## src/rtl/eeo_pkg.sv

```systemverilog
package eeo_pkg;

  // register indices; byte address is four times the index
  localparam logic [15:0] EEO_IDX_OFFSET = 16'h5ECB;
  localparam logic [15:0] EEO_IDX_PPR    = 16'h5ECC;
  localparam logic [15:0] EEO_IDX_CTRL   = 16'h5ECD;
  localparam logic [15:0] EEO_IDX_STAT   = 16'h5ECE;

  localparam logic [15:0] EEO_OFFSET_RST = 16'h0000;
  localparam logic [15:0] EEO_PPR_RST    = 16'h0400;
  localparam logic [15:0] EEO_PPR_MIN    = 16'h0032;
  localparam logic [15:0] EEO_PPR_MAX    = 16'h0400;

  // control register fields
  localparam int          EEO_CTRL_SENSOR_LSB = 0;
  localparam int          EEO_CTRL_ENABLE_BIT = 2;
  localparam logic [2:0]  EEO_CTRL_RST        = 3'h4;

  // status register fields
  localparam int          EEO_STAT_COUNT_LSB = 0;
  localparam int          EEO_STAT_A_BIT     = 16;
  localparam int          EEO_STAT_B_BIT     = 17;
  localparam int          EEO_STAT_Z_BIT     = 18;

  // quarter-step position counter
  localparam int          EEO_QW        = 12;
  localparam int          EEO_MW        = 13;
  localparam int          EEO_PROD_W    = 27;
  localparam int          EEO_PROD_LSB  = 14;
  localparam logic [EEO_QW-1:0] EEO_Q_ZERO = 12'h000;
  localparam logic [EEO_QW-1:0] EEO_Q_ONE  = 12'h001;

  typedef enum logic [1:0] {
    resolver_sensor_option    = 2'b00,
    sine_cosine_sensor_option = 2'b01,
    hires_incremental_option  = 2'b10,
    absolute_sensor_option    = 2'b11
  } eeo_sensor_e;

  // digitised sine-period state of a sine-type sensor
  typedef struct packed {
    logic [1:0] quad;
    logic       index;
  } eeo_sense_s;

  typedef struct packed {
    logic a;
    logic b;
    logic z;
  } eeo_enc_s;

endpackage

```

## src/rtl/eeo_encoder_emulation_output.sv

```systemverilog
// Behaviour
// resolver mode emits configured pulses per revolution
// pulse count held within 50..1024, reset 1024
// pulse count used only with resolver sensor
// sine sensors give one pulse per sine period
// index moved by configured offset, default zero
// software keeps offset below pulse count
// index offset used only with resolver sensor
// sine-cosine or absolute sensor: no index pulse
// high-resolution incremental: native index, unshifted
// controller may count edges for 2x or 4x
// quadrature A/B, direction order, one index per turn
//
// The Wishbone slave port was chosen for this implementation.
`timescale 1ns/1ps
module eeo_encoder_emulation_output (
  input  wire logic                 clk,
  input  wire logic                 rstn,
  input  wire logic [17:0]          wb_adr_i,
  input  wire logic [31:0]          wb_dat_i,
  output logic      [31:0]          wb_dat_o,
  input  wire logic                 wb_we_i,
  input  wire logic [3:0]           wb_sel_i,
  input  wire logic                 wb_cyc_i,
  input  wire logic                 wb_stb_i,
  output logic                      wb_ack_o,
  input  wire logic [15:0]          resolver_angle,
  input  wire eeo_pkg::eeo_sense_s  sensor_in,
  output eeo_pkg::eeo_enc_s         enc_out
);

  logic [15:0]              offset_q;
  logic [15:0]              ppr_q;
  logic [2:0]               ctrl_q;
  logic                     ack_q;
  logic [31:0]              rdat_q;
  logic [eeo_pkg::EEO_QW-1:0] cur_q;
  logic [eeo_pkg::EEO_QW-1:0] cur_d;
  eeo_pkg::eeo_enc_s        enc_q;

  eeo_pkg::eeo_sensor_e     sensor;
  logic                     enable;
  logic                     req;
  logic [15:0]              widx;
  logic [15:0]              wr_off;
  logic [15:0]              wr_ppr;
  logic [15:0]              wr_ppr_clamped;
  logic [2:0]               wr_ctrl;
  logic                     offset_ok;
  // write lanes are bytes, as the bus select bits count them
  localparam int            LANE_W = 8;

  assign sensor   = eeo_pkg::eeo_sensor_e'(ctrl_q[eeo_pkg::EEO_CTRL_SENSOR_LSB +: 2]);
  assign enable   = ctrl_q[eeo_pkg::EEO_CTRL_ENABLE_BIT];
  assign req      = wb_cyc_i & wb_stb_i & ~ack_q;
  assign widx     = wb_adr_i[17:2];
  assign wb_ack_o = ack_q;
  assign wb_dat_o = rdat_q;
  assign enc_out  = enc_q;

  // byte-lane merge of the write data into each register
  for (genvar g = 0; g < $bits(offset_q) / LANE_W; g++) begin : g_lane
    assign wr_off[g*LANE_W +: LANE_W] = wb_sel_i[g] ?
                                        wb_dat_i[g*LANE_W +: LANE_W] :
                                        offset_q[g*LANE_W +: LANE_W];
    assign wr_ppr[g*LANE_W +: LANE_W] = wb_sel_i[g] ?
                                        wb_dat_i[g*LANE_W +: LANE_W] :
                                        ppr_q[g*LANE_W +: LANE_W];
  end
  assign wr_ctrl = wb_sel_i[0] ? wb_dat_i[2:0] : ctrl_q;

  // out-of-range counts are pulled to the nearest legal limit
  always_comb begin
    if (wr_ppr < eeo_pkg::EEO_PPR_MIN) begin
      wr_ppr_clamped = eeo_pkg::EEO_PPR_MIN;
    end else if (wr_ppr > eeo_pkg::EEO_PPR_MAX) begin
      wr_ppr_clamped = eeo_pkg::EEO_PPR_MAX;
    end else begin
      wr_ppr_clamped = wr_ppr;
    end
  end

  always_ff @(posedge clk or negedge rstn) begin
    if (!rstn) begin
      ack_q <= 1'b0;
    end else begin
      ack_q <= req;
    end
  end

  always_ff @(posedge clk or negedge rstn) begin
    if (!rstn) begin
      offset_q <= eeo_pkg::EEO_OFFSET_RST;
      ppr_q    <= eeo_pkg::EEO_PPR_RST;
      ctrl_q   <= eeo_pkg::EEO_CTRL_RST;
    end else if (req && wb_we_i) begin
      if (widx == eeo_pkg::EEO_IDX_OFFSET) begin
        offset_q <= wr_off;
      end
      if (widx == eeo_pkg::EEO_IDX_PPR) begin
        ppr_q <= wr_ppr_clamped;
      end
      if (widx == eeo_pkg::EEO_IDX_CTRL) begin
        ctrl_q <= wr_ctrl;
      end
    end
  end

  always_ff @(posedge clk or negedge rstn) begin
    if (!rstn) begin
      rdat_q <= 32'h0000_0000;
    end else if (req && !wb_we_i) begin
      rdat_q <= 32'h0000_0000;
      unique case (widx)
        eeo_pkg::EEO_IDX_OFFSET: rdat_q[15:0] <= offset_q;
        eeo_pkg::EEO_IDX_PPR:    rdat_q[15:0] <= ppr_q;
        eeo_pkg::EEO_IDX_CTRL:   rdat_q[2:0]  <= ctrl_q;
        eeo_pkg::EEO_IDX_STAT: begin
          rdat_q[eeo_pkg::EEO_STAT_COUNT_LSB +: eeo_pkg::EEO_QW] <= cur_q;
          rdat_q[eeo_pkg::EEO_STAT_A_BIT] <= enc_q.a;
          rdat_q[eeo_pkg::EEO_STAT_B_BIT] <= enc_q.b;
          rdat_q[eeo_pkg::EEO_STAT_Z_BIT] <= enc_q.z;
        end
        default: rdat_q <= 32'h0000_0000;
      endcase
    end
  end

  // resolver: quarter-step count per turn is four times the pulse count
  logic [eeo_pkg::EEO_PROD_W-1:0] prod;
  logic [eeo_pkg::EEO_MW-1:0]     modulus;
  logic [eeo_pkg::EEO_MW-1:0]     tgt;
  logic [eeo_pkg::EEO_MW-1:0]     cur13;
  logic [eeo_pkg::EEO_MW-1:0]     fwd;
  logic [eeo_pkg::EEO_MW-1:0]     off_quarter;

  assign prod    = eeo_pkg::EEO_PROD_W'(resolver_angle) *
                   eeo_pkg::EEO_PROD_W'(ppr_q[10:0]);
  assign modulus = {ppr_q[10:0], 2'b00};
  assign tgt     = {1'b0, prod[eeo_pkg::EEO_PROD_LSB +: eeo_pkg::EEO_QW]};
  assign cur13   = {1'b0, cur_q};
  assign off_quarter = {offset_q[10:0], 2'b00};
  // offsets past the turn would alias in the quarter count: no index then
  assign offset_ok   = (offset_q < ppr_q);

  // one quarter step per clock along the shorter way round the turn
  always_comb begin
    fwd   = (tgt >= cur13) ? tgt - cur13 : tgt + modulus - cur13;
    cur_d = cur_q;
    if (cur13 >= modulus) begin
      cur_d = eeo_pkg::EEO_Q_ZERO;
    end else if (fwd == '0) begin
      cur_d = cur_q;
    end else if (fwd <= {1'b0, modulus[eeo_pkg::EEO_MW-1:1]}) begin
      if (cur13 == modulus - 13'h0001) begin
        cur_d = eeo_pkg::EEO_Q_ZERO;
      end else begin
        cur_d = cur_q + eeo_pkg::EEO_Q_ONE;
      end
    end else begin
      if (cur_q == eeo_pkg::EEO_Q_ZERO) begin
        cur_d = eeo_pkg::EEO_QW'(modulus - 13'h0001);
      end else begin
        cur_d = cur_q - eeo_pkg::EEO_Q_ONE;
      end
    end
  end

  // the follower may lag the angle by a few steps at high speed
  always_ff @(posedge clk or negedge rstn) begin
    if (!rstn) begin
      cur_q <= eeo_pkg::EEO_Q_ZERO;
    end else if (sensor == eeo_pkg::resolver_sensor_option) begin
      cur_q <= cur_d;
    end
  end

  always_ff @(posedge clk or negedge rstn) begin
    if (!rstn) begin
      enc_q <= '0;
    end else if (!enable) begin
      enc_q <= '0;
    end else begin
      unique case (sensor)
        eeo_pkg::resolver_sensor_option: begin
          enc_q.a <= cur_q[1];
          enc_q.b <= cur_q[1] ^ cur_q[0];
          enc_q.z <= offset_ok && (cur13 == off_quarter);
        end
        eeo_pkg::hires_incremental_option: begin
          enc_q.a <= sensor_in.quad[1];
          enc_q.b <= sensor_in.quad[1] ^ sensor_in.quad[0];
          enc_q.z <= sensor_in.index;
        end
        eeo_pkg::sine_cosine_sensor_option,
        eeo_pkg::absolute_sensor_option: begin
          enc_q.a <= sensor_in.quad[1];
          enc_q.b <= sensor_in.quad[1] ^ sensor_in.quad[0];
          enc_q.z <= 1'b0;
        end
      endcase
    end
  end

  a_ppr_range: assert property (
    @(posedge clk) disable iff (!rstn)
    (ppr_q >= eeo_pkg::EEO_PPR_MIN) && (ppr_q <= eeo_pkg::EEO_PPR_MAX))
    else $error("pulse count out of range");

  a_ppr_clamp_high: assert property (
    @(posedge clk) disable iff (!rstn)
    (req && wb_we_i && widx == eeo_pkg::EEO_IDX_PPR && wb_sel_i[1:0] == 2'b11
     && wb_dat_i[15:0] > eeo_pkg::EEO_PPR_MAX)
    |=> ppr_q == eeo_pkg::EEO_PPR_MAX)
    else $error("large pulse count not clamped");

  a_ppr_clamp_low: assert property (
    @(posedge clk) disable iff (!rstn)
    (req && wb_we_i && widx == eeo_pkg::EEO_IDX_PPR
     && wr_ppr < eeo_pkg::EEO_PPR_MIN)
    |=> ppr_q == eeo_pkg::EEO_PPR_MIN)
    else $error("small pulse count not clamped");

  a_ppr_lands: assert property (
    @(posedge clk) disable iff (!rstn)
    (req && wb_we_i && widx == eeo_pkg::EEO_IDX_PPR
     && wr_ppr >= eeo_pkg::EEO_PPR_MIN && wr_ppr <= eeo_pkg::EEO_PPR_MAX)
    |=> ppr_q == $past(wr_ppr))
    else $error("legal pulse count not stored");

  a_offset_lands: assert property (
    @(posedge clk) disable iff (!rstn)
    (req && wb_we_i && widx == eeo_pkg::EEO_IDX_OFFSET)
    |=> offset_q == $past(wr_off))
    else $error("index offset not stored");

  a_step_one: assert property (
    @(posedge clk) disable iff (!rstn)
    ($past(ppr_q) == ppr_q && $past(cur_q) != eeo_pkg::EEO_Q_ZERO
     && cur_q != eeo_pkg::EEO_Q_ZERO)
    |-> (cur_q == $past(cur_q) || cur_q == $past(cur_q) + eeo_pkg::EEO_Q_ONE
         || cur_q == $past(cur_q) - eeo_pkg::EEO_Q_ONE))
    else $error("position jumped more than one step");

  a_count_range: assert property (
    @(posedge clk) disable iff (!rstn)
    (sensor == eeo_pkg::resolver_sensor_option
     && $past(sensor) == eeo_pkg::resolver_sensor_option && $stable(ppr_q))
    |-> cur13 < modulus)
    else $error("position past the end of the turn");

  // a new sensor type or pulse count may legally move both channels at once
  a_ab_quarter: assert property (
    @(posedge clk) disable iff (!rstn)
    (sensor == eeo_pkg::resolver_sensor_option && $stable(ctrl_q)
     && $past(ctrl_q, 2) == ctrl_q && $stable(ppr_q)
     && $past(ppr_q, 2) == ppr_q && $past(ppr_q, 3) == ppr_q)
    |-> !($changed(enc_q.a) && $changed(enc_q.b)))
    else $error("both channels changed together");

  a_resolver_ab: assert property (
    @(posedge clk) disable iff (!rstn)
    (sensor == eeo_pkg::resolver_sensor_option && enable)
    |=> enc_q.a == $past(cur_q[1]) && enc_q.b == $past(^cur_q[1:0]))
    else $error("channels not in quadrature with position");

  a_index_offset: assert property (
    @(posedge clk) disable iff (!rstn)
    (enc_q.z && $past(sensor) == eeo_pkg::resolver_sensor_option)
    |-> {1'b0, $past(cur_q)} == $past(off_quarter))
    else $error("index not at offset position");

  a_index_range: assert property (
    @(posedge clk) disable iff (!rstn)
    (enc_q.z && $past(sensor) == eeo_pkg::resolver_sensor_option)
    |-> $past(offset_q) < $past(ppr_q))
    else $error("index from an offset past the turn");

  a_no_index_sc: assert property (
    @(posedge clk) disable iff (!rstn)
    (sensor == eeo_pkg::sine_cosine_sensor_option
     || sensor == eeo_pkg::absolute_sensor_option) |=> !enc_q.z)
    else $error("index seen with sine-type sensor");

  a_hires_index: assert property (
    @(posedge clk) disable iff (!rstn)
    (sensor == eeo_pkg::hires_incremental_option && enable)
    |=> enc_q.z == $past(sensor_in.index))
    else $error("native index not passed through");

  a_sine_follow: assert property (
    @(posedge clk) disable iff (!rstn)
    (sensor != eeo_pkg::resolver_sensor_option && enable)
    |=> enc_q.a == $past(sensor_in.quad[1]) && $stable(cur_q))
    else $error("sine period not followed");

  a_sine_b: assert property (
    @(posedge clk) disable iff (!rstn)
    (sensor != eeo_pkg::resolver_sensor_option && enable)
    |=> enc_q.b == $past(^sensor_in.quad))
    else $error("second channel off the sine period");

  a_quiet_off: assert property (
    @(posedge clk) disable iff (!rstn)
    !enable |=> enc_q == '0)
    else $error("output active while disabled");

  a_ack_pulse: assert property (
    @(posedge clk) disable iff (!rstn)
    wb_ack_o |=> !wb_ack_o)
    else $error("ack held longer than one cycle");

  a_ack_answer: assert property (
    @(posedge clk) disable iff (!rstn)
    req |=> wb_ack_o)
    else $error("request not answered in one cycle");

  a_rdat_hold: assert property (
    @(posedge clk) disable iff (!rstn)
    !(req && !wb_we_i) |=> $stable(wb_dat_o))
    else $error("read data changed without a read");

endmodule // eeo_encoder_emulation_output

```

## config.mk

```make
export PLATFORM = sky130hd
export DESIGN_NAME = eeo_encoder_emulation_output
export DESIGN_NICKNAME = d
export VERILOG_FILES = /design/src/rtl/eeo_pkg.sv /design/src/rtl/eeo_encoder_emulation_output.sv
export SDC_FILE = /design/constraint.sdc
export NUM_CORES = 1
export LEC_CHECK = 0
export ABC_CLOCK_PERIOD_IN_PS = 26300
export BUFFER_PORTS_ARGS = -buffer_cell sky130_fd_sc_hd__buf_2
export CAP_MARGIN = 25
export CORE_ASPECT_RATIO = 1.4
export CORE_MARGIN = 8
export CORE_UTILIZATION = 55
export DETAILED_ROUTE_END_ITERATION = 10
export HOLD_SLACK_MARGIN = 0.03
export PLACE_DENSITY = 0.72
export RECOVER_POWER = 50
export SYNTH_ARGS = -nofsm -noshare
export SYNTH_HDL_FRONTEND = slang
export SYNTH_SLANG_ARGS = --single-unit
```

## constraint.sdc

```tcl
create_clock -name clk -period 26.3 [get_ports clk]
set_clock_uncertainty 0.2 [all_clocks]
set_input_delay 2.63 -clock clk [delete_from_list [all_inputs] [get_ports clk]]
set_output_delay 2.63 -clock clk [all_outputs]
set_load 0.01 [all_outputs]
```

==> impl_metrics.yaml, run 1 <==
setup_path:
  endpoint_kind: "register"
  critPathLaunch: "resolver_angle[3]"
  worstPathArrival_ns: 12.68
  crit_path_end: "cur_q[6]"
  worstSetupStartpointType: "input port"
  r2r-end: "cur_q[6]"
  criticalPathCategory: "in2reg"
  max_stage_delay_ns: 0.71
  reg2reg_from: "ppr_q[10]"
  crit_slowest_cell: "a2111oi_0"
  worst_path_most_repeated_cell: "fa_1"
  r2r_cells: 34
  path_max_fanout: 11
  required_ns: 26.34
  r2r_slack_ns: 15.23
sta:
  slew_violations: 71
  setup_tns_ns: 0
  hold_ws_ns: 0.295
  setup_violations: 0
  period_minus_slack_ns: 12.64
  relSlewSlack_pct: -162
  hold_violations: 0
  finalCritPeriodShare_pct: 48.0
  fmax_mhz: 79.1
  rsz0062_at_grt: "no"
  max_slew.worst_pin.slew_ns: 3.94
global_routing:
  grt_overflow: 0
  first_global_vias: 10900
  grt_usage_pct: 26.1
  grt_max_degree: 71
  grt_pass1_wl_um: 55300
  grt_antenna_before_repair: 0
drt:
  wirelength_um: 34200
  drc: 0
  drt_iter0_markers: 829
  wl_per_cell_um: 19.8
  viasPerCell: 6.01
  vias: 10400
  drtPass1Iterations: 5
  antenna_left: 0
yosys:
  synth_area_leaders: "fa_1 (23%), dfrtp_1 (14%), ha_1 (13%)"
  synth_top_area_share_pct: 22.5
  synth_top_family_by_area: "adder cells"
  synth_edf_count: 0
  yosys_warnings: 0
  synthArstFlopShare_pct: 100
  muxShareOfSynthArea_pct: 2.50
  ys_seq_area_share_pct: 14.6
  yosysTopAreaCell: "fa_1"
  yosys.area_share.simple_pct: 19.3
  synth_compound_area_share_pct: 13.1
  avgSynthCellArea_um2: 8.38
  syn_area_mm2: 0.0120
  ys_types: 81
  synthAdderAreaFrac_pct: 35.4
  synth-seq-cells: 70
  yosys_most_used_dff: "dfrtp_1"
  synthCells: 1431
  synth_xor_area_share_pct: 5.08
power_and_ir_drop:
  leakage_nw: 6.24
  power_density_mw_per_mm2: 56.7
  peakVddDrop_mv: 0.0491
floorplanning:
  rows: 64
  die_area_mm2: 0.0269
  start_util_pct: 55.5
  coreArea_mm2: 0.0216
  die_x_um: 141
  die_h_um: 191
  top_level_ports: 114
clock_tree:
  path_clk_slew_ns: 0.06
  cts_tree: "done"
  clock-root-buffer: "clkbuf_16"
  numCtsBuffers: 9
  htree_levels: 3
  post_cts_buffers: 0
  cts-resized-gates: 0
  clk_path_buf_depth: 2
  cts_sinks: 70
  holdBufCountCts: 0
  clk_latency_ns: 0.35
placement:
  place_congestion: 0.946
  io_buffers: 80
  hpwl_um: 27200
cells_and_area:
  drive_gt1_share_pct: 9.41
  antennaDiodeCount: 0
  nets: 1798
  num-fill-cells: 1966
  syn2layout_area_growth_pct: 7.11
hold_path:
  hold_class: "reg2reg"
outcome:
  status: "complete, but fails checks"
  violations: "max-capacitance violations, max-slew violations"
flow_run:
  maxCapViolations: 1
## routing by layer
layer | wire length (µm) | global-route usage, %
met2 | 18100 | 49.0
met4 | 1830 | 14.7
met1 | 12600 | 28.0
met3 | 1680 | 2.58
met5 | 0 | 0
## power breakdown
group | total, W | internal, W | leakage, nW | switching, W
combinational | 0.000429 | 0.000169 | 5.18 | 0.000260
sequential | 0.000153 | 0.000121 | 0.891 | 0.0000322
clock | 0.000146 | 0.0000941 | 0.173 | 0.0000518
total | 0.000728 | 0.000384 | 6.24 | 0.000344
## area by class of cell
cell class                      count  area (µm²)  share of cell area [%]
Clock buffer                        9         225                    1.75
Clock inverter                      7         128                   0.994
Inverter                          210         788                    6.14
Multi-Input combinational cell   1074        9110                    70.9
Sequential cell                    70        1750                    13.7
Tap cell                          264         330                    2.57
Timing Repair Buffer               97         510                    3.97
## logic make-up (layout without fill, tap and decap cells)
logic type,count (synthesis),count (layout)
simple gates,463,463
buf+inv,299,323
fa+ha+maj,258,258
compound gates,244,244
flops,70,70
xor+xnor,68,68
mux,28,28
other cells,1,13
## worst min path at each step
stage	depth (start not counted)	end	from	slack (ns)
after global routing	1	wb_ack_o	wb_ack_o	0.31
after CTS	1	wb_ack_o	wb_ack_o	0.30
after floorplan	1	wb_ack_o	wb_ack_o	0.29
after global placement	1	wb_ack_o	wb_ack_o	0.27
after detailed placement	1	wb_ack_o	wb_ack_o	0.29
final	1	wb_ack_o	wb_ack_o	0.30
## critical path: cells and delay by family
family	cells	cell delay (ns)
mux	1	0.17
xor+xnor	2	0.44
buf+inv	5	0.40
simple gates	7	1.70
compound gates	12	3.24
fa+ha+maj	9	4.08
## placed cells by master, fill, tap and decap left out, types with 15 or more instances in the layout
master and count:
a21oi_1 86, and2_1 79, buf_2 72, buf_4 15, dfrtp_1 68, fa_1 135, ha_1 123, inv_1 209
mux2_2 16, nand2_1 155, nand3_1 27, nor2_1 86, nor3_1 21, o21ai_0 39, o22ai_1 17, xnor2_1 49
xor2_1 18
## stage by stage
stage	utilization, %	setup WS [ns]	power [W]	std cells	cell area, µm²
6_report	59.4	13.66	0.000728	1731	12800
3_5_place_dp	57.9	13.41	0.000574	1715	12500
5_1_grt	59.4	13.04	0.000783	1731	12800
4_1_cts	59.5	13.73	0.000722	1731	12900
2_1_floorplan	-	14.89	0.000463	1443	12000
3_3_place_gp	57.9	13.46	0.000567	1715	12500
## sequential cells by signal, summed over array words and instances (netlist names)
signal and cells:
enc_out 3, ctrl_q 3, ppr_q 16, offset_q 16, wb_dat_o 19, wb_ack_o 1, cur_q 12
## Yosys cell counts, drive strengths merged, types with 6 or more instances
| master | number |
|---|---|
| and3 | 6 |
| and4 | 7 |
| nor3b | 10 |
| o21a | 6 |
| and2 | 79 |
| nor2 | 87 |
| ha | 123 |
| a22o | 8 |
| mux2i | 12 |
| xnor2 | 49 |
| fa | 135 |
| mux2 | 16 |
| nand4 | 13 |
| o22ai | 17 |
| nor3 | 23 |
| nand3 | 27 |
| xor2 | 18 |
| a21oi | 86 |
| or3 | 7 |
| o2111ai | 6 |
| a21o | 14 |
| nor4 | 14 |
| nand2 | 156 |
| dfrtp | 68 |
| o21ai | 42 |
| nand2b | 10 |
| clkbuf | 68 |
| inv | 209 |
| buf | 21 |
| nor2b | 6 |
Note: power is estimated with default switching activity, not from simulation.
==> run 2, diff against run 1 <==
--- a/config.mk
+++ b/config.mk
@@ -5,7 +5,8 @@
 export SDC_FILE = /design/constraint.sdc
 export NUM_CORES = 1
 export LEC_CHECK = 0
-export ABC_CLOCK_PERIOD_IN_PS = 26300
+export ABC_AREA = 1
+export ABC_CLOCK_PERIOD_IN_PS = 13200
 export BUFFER_PORTS_ARGS = -buffer_cell sky130_fd_sc_hd__buf_2
 export CAP_MARGIN = 25
 export CORE_ASPECT_RATIO = 1.4
==> constraint.sdc (replaced) <==
create_clock -name clk -period 13.2 [get_ports clk]
set_clock_uncertainty 0.2 [all_clocks]
set_input_delay 1.32 -clock clk [delete_from_list [all_inputs] [get_ports clk]]
set_output_delay 1.32 -clock clk [all_outputs]
set_load 0.01 [all_outputs]
==> run 2 against run 1 <==
Net effect:
- the run still ends with max-capacitance violations, max-slew violations left
- area after synthesis grew 7.6%
- die area increased by 6.8%
- worst setup slack worse by 10 ns
- count of clock-buffer cells in the layout is 2 higher
- sequential share of layout area is 0.86 points lower
- routed wire length increased by 5.6%
==> impl_metrics.yaml, run 2 <==
yosys:
  yosys-top-cells-count: "nand2_1 (544), inv_1 (378), fa_1 (135)"
  ys_seq_area_share_pct: 13.6
  synth_top_area_share_pct: 20.9
  synth_edf_count: 0
  yosysMostFrequentCell: "nand2_1"
  synthArstFlopShare_pct: 100
  synthCells: 1873
  synth_area_leaders: "fa_1 (21%), nand2_1 (16%), dfrtp_1 (13%)"
  yosysTopAreaCell: "fa_1"
  avgSynthCellArea_um2: 6.89
  ys_types: 47
  synth-seq-cells: 70
  syn_area_mm2: 0.0129
  yosys_warnings: 0
  yosys_most_used_dff: "dfrtp_1"
setup_path:
  worstSetupStartpointType: "input port"
  r2r_slack_ns: 3.51
  path_max_fanout: 21
  r2r_cells: 38
  crit_slowest_cell: "fa_1"
  reg2reg_from: "ppr_q[4]"
  required_ns: 13.22
  r2r-end: "cur_q[0]"
  max_stage_delay_ns: 0.55
  worstPathArrival_ns: 10.00
  endpoint_kind: "register"
  worst_path_most_repeated_cell: "nand2_1"
  criticalPathCategory: "in2reg"
clock_tree:
  clk_path_buf_depth: 2
  numCtsBuffers: 9
  holdBufCountCts: 0
  clk_latency_ns: 0.34
  post_cts_buffers: 0
  cts_tree: "done"
  cts-resized-gates: 0
  htree_levels: 3
  cts_sinks: 70
  clock-root-buffer: "clkbuf_16"
  path_clk_slew_ns: 0.06
placement:
  place_congestion: 0.946
  io_buffers: 80
  hpwl_um: 28800
sta:
  slew_violations: 71
  hold_violations: 0
  relSlewSlack_pct: -156
  rsz0062_at_grt: "no"
  max_slew.worst_pin.slew_ns: 3.85
  finalCritPeriodShare_pct: 75.6
  setup_tns_ns: 0
  setup_violations: 0
  period_minus_slack_ns: 9.98
  fmax_mhz: 100
floorplanning:
  die_h_um: 197
  top_level_ports: 114
  coreArea_mm2: 0.0231
  die_x_um: 145
  start_util_pct: 55.8
  rows: 66
  die_area_mm2: 0.0287
global_routing:
  grt_pass1_wl_um: 61300
  grt_overflow: 0
  grt_usage_pct: 26.2
  grt_antenna_before_repair: 0
  first_global_vias: 12400
  grt_max_degree: 71
drt:
  wirelength_um: 36200
  drt_iter0_markers: 838
  wl_per_cell_um: 16.3
  antenna_left: 0
  drc: 0
  drtPass1Iterations: 5
  viasPerCell: 5.48
  vias: 12100
hold_path:
  hp-start: "wb_dat_o[0]"
  whs_endpoint: "wb_dat_o[0]"
  hold_class: "reg2reg"
  hold_depth: 2
cells_and_area:
  drive_gt1_share_pct: 6.39
  largest_reg_flops: 19
  syn2layout_area_growth_pct: 6.27
  antennaDiodeCount: 0
  nets: 2240
  final_common_cell: "nand2_1"
  mostFrequentLayoutCells: "nand2_1 (544), inv_1 (378), fa_1 (135)"
outcome:
  status: "complete, but fails checks"
  violations: "max-capacitance violations, max-slew violations"
flow_run:
  maxCapViolations: 1
==> run 2: cell types whose count changed in the layout (fill, tap and decap cells not counted), sizes merged, moves of 11 or more <==
cell | before | now
and2 | 79 | 2
buf | 87 | 75
inv | 212 | 383
mux2i | 12 | 0
nand2 | 156 | 546
nand3 | 27 | 99
nand4 | 13 | 24
nor2 | 87 | 102
o21ai | 42 | 85
xnor2 | 49 | 14
xor2 | 18 | 40
==> run 2: worst max-delay path: cells and delay by family <==
| family | cells | cell delay [ns] |
|---|---|---|
| adders and majority gates | 8 | 3.66 |
| AOI/OAI and AO/OA | 5 | 1.00 |
| xor gates and xnor gates | 1 | 0.34 |
| buffers and inverters | 10 | 0.92 |
| and+or+nand+nor | 17 | 2.73 |
==> run 2: logic make-up (layout without fill, tap and decap cells) <==
group | after synthesis | in the layout | synth area share [%]
simple gates | 808 | 808 | 25.8
buf+inv | 466 | 490 | 14.3
fa+ha+maj | 258 | 258 | 32.9
compound gates | 205 | 205 | 8.65
flops | 70 | 70 | 13.6
xor+xnor | 55 | 55 | 3.84
mux | 10 | 10 | 0.873
other cells | 1 | 13 | 0.0291
==> run 2: final cells by class <==
type	instances	area, µm²
fillers	2256	9410
multi-input cells	1349	9350
flip-flops and latches	70	1750
inverters	389	1460
repair buffers	85	423
well taps	306	383
clock buffers	11	233
clock inverters	5	108
==> run 2: worst max path at each step <==
stage,cells past startpoint,end,from
after floorplan,42,cur_q[11],resolver_angle[10]
after global placement,41,cur_q[0],resolver_angle[6]
after detailed placement,41,cur_q[0],resolver_angle[6]
after CTS,41,cur_q[0],resolver_angle[6]
after global routing,42,cur_q[11],resolver_angle[6]
final,41,cur_q[0],resolver_angle[6]
==> run 2: metal layers <==
metal / routed length [µm] / track usage, % / vias to the layer above / share of wire, %
met5: 0 / 0 / - / 0
met4: 1840 / 13.9 / 0 / 5.1
met3: 2020 / 2.73 / 136 / 5.6
met2: 18800 / 47.8 / 454 / 52
met1: 13500 / 29.6 / 5750 / 37
li1: - / - / 5805 / -
==> run 2: per-stage QoR <==
step	utilization [%]	setup slack, ns	hold slack, ns	instance area [µm²]	cells
after floorplan	-	4.33	0.236	12900	1885
after global placement	57.9	3.09	0.253	13400	2199
after detailed placement	57.9	2.99	0.263	13400	2199
after CTS	59.4	3.31	0.282	13700	2215
after global routing	59.3	2.60	0.296	13700	2215
final	59.3	3.22	0.280	13700	2215
Power of run 2 is not shown: default switching activity piles up to over one toggle a cycle in this logic, so the estimate is an artifact.
==> run 3, diff against run 2 <==
--- a/config.mk
+++ b/config.mk
@@ -5,8 +5,8 @@
 export SDC_FILE = /design/constraint.sdc
 export NUM_CORES = 1
 export LEC_CHECK = 0
-export ABC_AREA = 1
-export ABC_CLOCK_PERIOD_IN_PS = 13200
+export ABC_AREA = 0
+export ABC_CLOCK_PERIOD_IN_PS = 9700
 export BUFFER_PORTS_ARGS = -buffer_cell sky130_fd_sc_hd__buf_2
 export CAP_MARGIN = 25
 export CORE_ASPECT_RATIO = 1.4
==> constraint.sdc (replaced) <==
create_clock -name clk -period 9.7 [get_ports clk]
set_clock_uncertainty 0.2 [all_clocks]
set_input_delay 0.97 -clock clk [delete_from_list [all_inputs] [get_ports clk]]
set_output_delay 0.97 -clock clk [all_outputs]
set_load 0.01 [all_outputs]
==> run 3 against run 2 <==
Net effect:
- the flow still finishes with violations (max-capacitance violations, max-slew violations)
- non-clock buffer count rose by 139
- register-to-register slack got worse by 3.1 ns
- first-iteration DRC count fell by 33%
- critical path depth fell by 1
- design area rose by 3.1%
- flip-flop and latch count did not move
- sequential share of layout area fell by 0.37 points
- via count fell by 10%
- worst setup slack got worse by 2.9 ns
- routed wire length fell by 2.8%
==> impl_metrics.yaml, run 3 (synthesized netlist as in run 1, its figures left out) <==
sta:
  max_slew.worst_pin.slew_ns: 3.84
  relSlewSlack_pct: -156
  slew_violations: 71
  finalCritPeriodShare_pct: 96.5
  fmax_mhz: 107
  hold_violations: 0
  setup_ws_ns: 0.336
  setup_violations: 0
  period_minus_slack_ns: 9.36
hold_path:
  whs_endpoint: "wb_ack_o"
  hold_depth: 1
  hp-start: "wb_ack_o"
  hold_class: "reg2reg"
setup_path:
  r2r_cells: 42
  worstSetupStartpointType: "input port"
  endpoint_kind: "register"
  critPathLaunch: "resolver_angle[1]"
  r2r_slack_ns: 0.39
  path_max_fanout: 5
  max_stage_delay_ns: 0.59
  r2r-end: "cur_q[8]"
  worstPathArrival_ns: 9.43
  required_ns: 9.76
  reg2reg_from: "ppr_q[3]"
  crit_slowest_cell: "fa_1"
  criticalPathCategory: "in2reg"
  worst_path_most_repeated_cell: "fa_1"
power_and_ir_drop:
  pwr-share-comb_pct: 68.4
  leakage_nw: 6.92
  p_switching_w: 0.00106
  intPower_w: 0.00132
  power_density_mw_per_mm2: 169
  peakVddDrop_mv: 0.188
  clock_power_share_pct: 14.2
  switching_share_pct: 44.4
  seq_power_share_pct: 17.4
global_routing:
  grt_overflow: 0
  grt_pass1_wl_um: 56400
  first_global_vias: 11700
  grt_max_degree: 71
  grt_usage_pct: 26.4
  grt_antenna_before_repair: 0
clock_tree:
  path_clk_slew_ns: 0.06
  htree_levels: 3
  clk_path_buf_depth: 2
  clk_latency_ns: 0.34
  cts_tree: "done"
  cts_sinks: 70
  numCtsBuffers: 9
  clock-root-buffer: "clkbuf_16"
drt:
  wirelength_um: 35100
  viasPerCell: 5.88
  antenna_left: 0
  vias: 10900
  drtPass1Iterations: 7
  drc: 0
  drt_iter0_markers: 562
  wl_per_cell_um: 18.9
floorplanning:
  coreArea_mm2: 0.0216
  rows: 64
  die_h_um: 191
  start_util_pct: 55.5
  die_x_um: 141
  die_area_mm2: 0.0269
  top_level_ports: 114
outcome:
  status: "complete, but fails checks"
  violations: "max-capacitance violations, max-slew violations"
placement:
  hpwl_um: 28400
  place_congestion: 0.961
  place_inst: 1836
  pre_cts_ws_ns: -0.465
  io_buffers: 80
cells_and_area:
  num-fill-cells: 1858
  fin_cells: 1857
  nets: 1925
  drive_gt1_share_pct: 20.5
  final_common_cell: "inv_1"
  mostFrequentLayoutCells: "inv_1 (208), nand2_1 (155), buf_4 (141)"
  antennaDiodeCount: 0
  syn2layout_area_growth_pct: 17.9
  largest_reg_flops: 19
  multi_input_area_mm2: 0.00947
  final-seq-area_mm2: 0.00176
flow_run:
  maxCapViolations: 1
[run 3: cell count changes in the layout (fill, tap and decap cells not counted), sizes merged, moves of 15 or more]
cell and change:
xnor2 +35, buf +136, inv -173, xor2 -22, nor2 -15, and2 +77, nand3 -72, o21ai -43
nand2 -390
[run 3: metal layers]
metal | up-vias | wire length, µm | global-route usage [%]
met1 | 5305 | 12200 | 26.8
li1 | 5024 | - | -
met2 | 438 | 18800 | 49.2
met3 | 147 | 1800 | 3.08
met4 | 0 | 2360 | 18.7
met5 | - | 0 | 0
[run 3: per-stage QoR]
stage / hold WS [ns] / total power (W) / TNS [ns] / utilization, % / cell area, µm²
floorplan: 0.294 / 0.00126 / 0 / - / 12000
global placement: 0.267 / 0.00181 / -5.14 / 62.1 / 13400
detailed placement: 0.277 / 0.00185 / -5.14 / 62.1 / 13400
CTS: 0.289 / 0.00224 / 0 / 64.0 / 13800
global route: 0.298 / 0.00254 / -0.522 / 65.4 / 14100
finish: 0.288 / 0.00238 / 0 / 65.4 / 14100
[run 3: layout make-up]
| type | instances | area share (%) |
|---|---|---|
| multi-input combinational | 1074 | 67.0 |
| sequential | 70 | 12.4 |
| timing repair buffer | 224 | 10.6 |
| inverter | 210 | 5.58 |
| tap | 264 | 2.34 |
| clock buffer | 10 | 1.69 |
| clock inverter | 5 | 0.416 |
[run 3: power by group through the flow]
stage / registers (W) / clock network [W] / logic [W]
final: 0.000415 / 0.000338 / 0.00163
after floorplan: 0.000363 / 0 / 0.000894
after CTS: 0.000411 / 0.000341 / 0.00149
after global placement: 0.000416 / 0 / 0.00139
after global routing: 0.000417 / 0.000350 / 0.00177
after detailed placement: 0.000416 / 0 / 0.00143
[run 3: timing repair]
item | CTS | global route
pin swaps | 7 | 43
resized for setup | 14 | 67
setup buffers | 3 | 3
endpoints found under the setup margin | 12 | 12
hold buffers | 0 | 0
[run 3: critical path: cells and delay by family]
family | cells | cell delay, ns
and+or+nand+nor | 9 | 1.43
adders and majority gates | 9 | 3.80
xor gates and xnor gates | 2 | 0.35
AOI/OAI and AO/OA | 11 | 1.76
buffers and inverters | 9 | 1.08
[run 3: how the worst max path moves through the flow]
stage	endpoint	slack [ns]
floorplan	cur_q[7]	0.01
global placement	cur_q[11]	-0.46
detailed placement	cur_q[11]	-0.47
CTS	cur_q[11]	0.002
global route	cur_q[8]	-0.09
finish	cur_q[8]	0.34
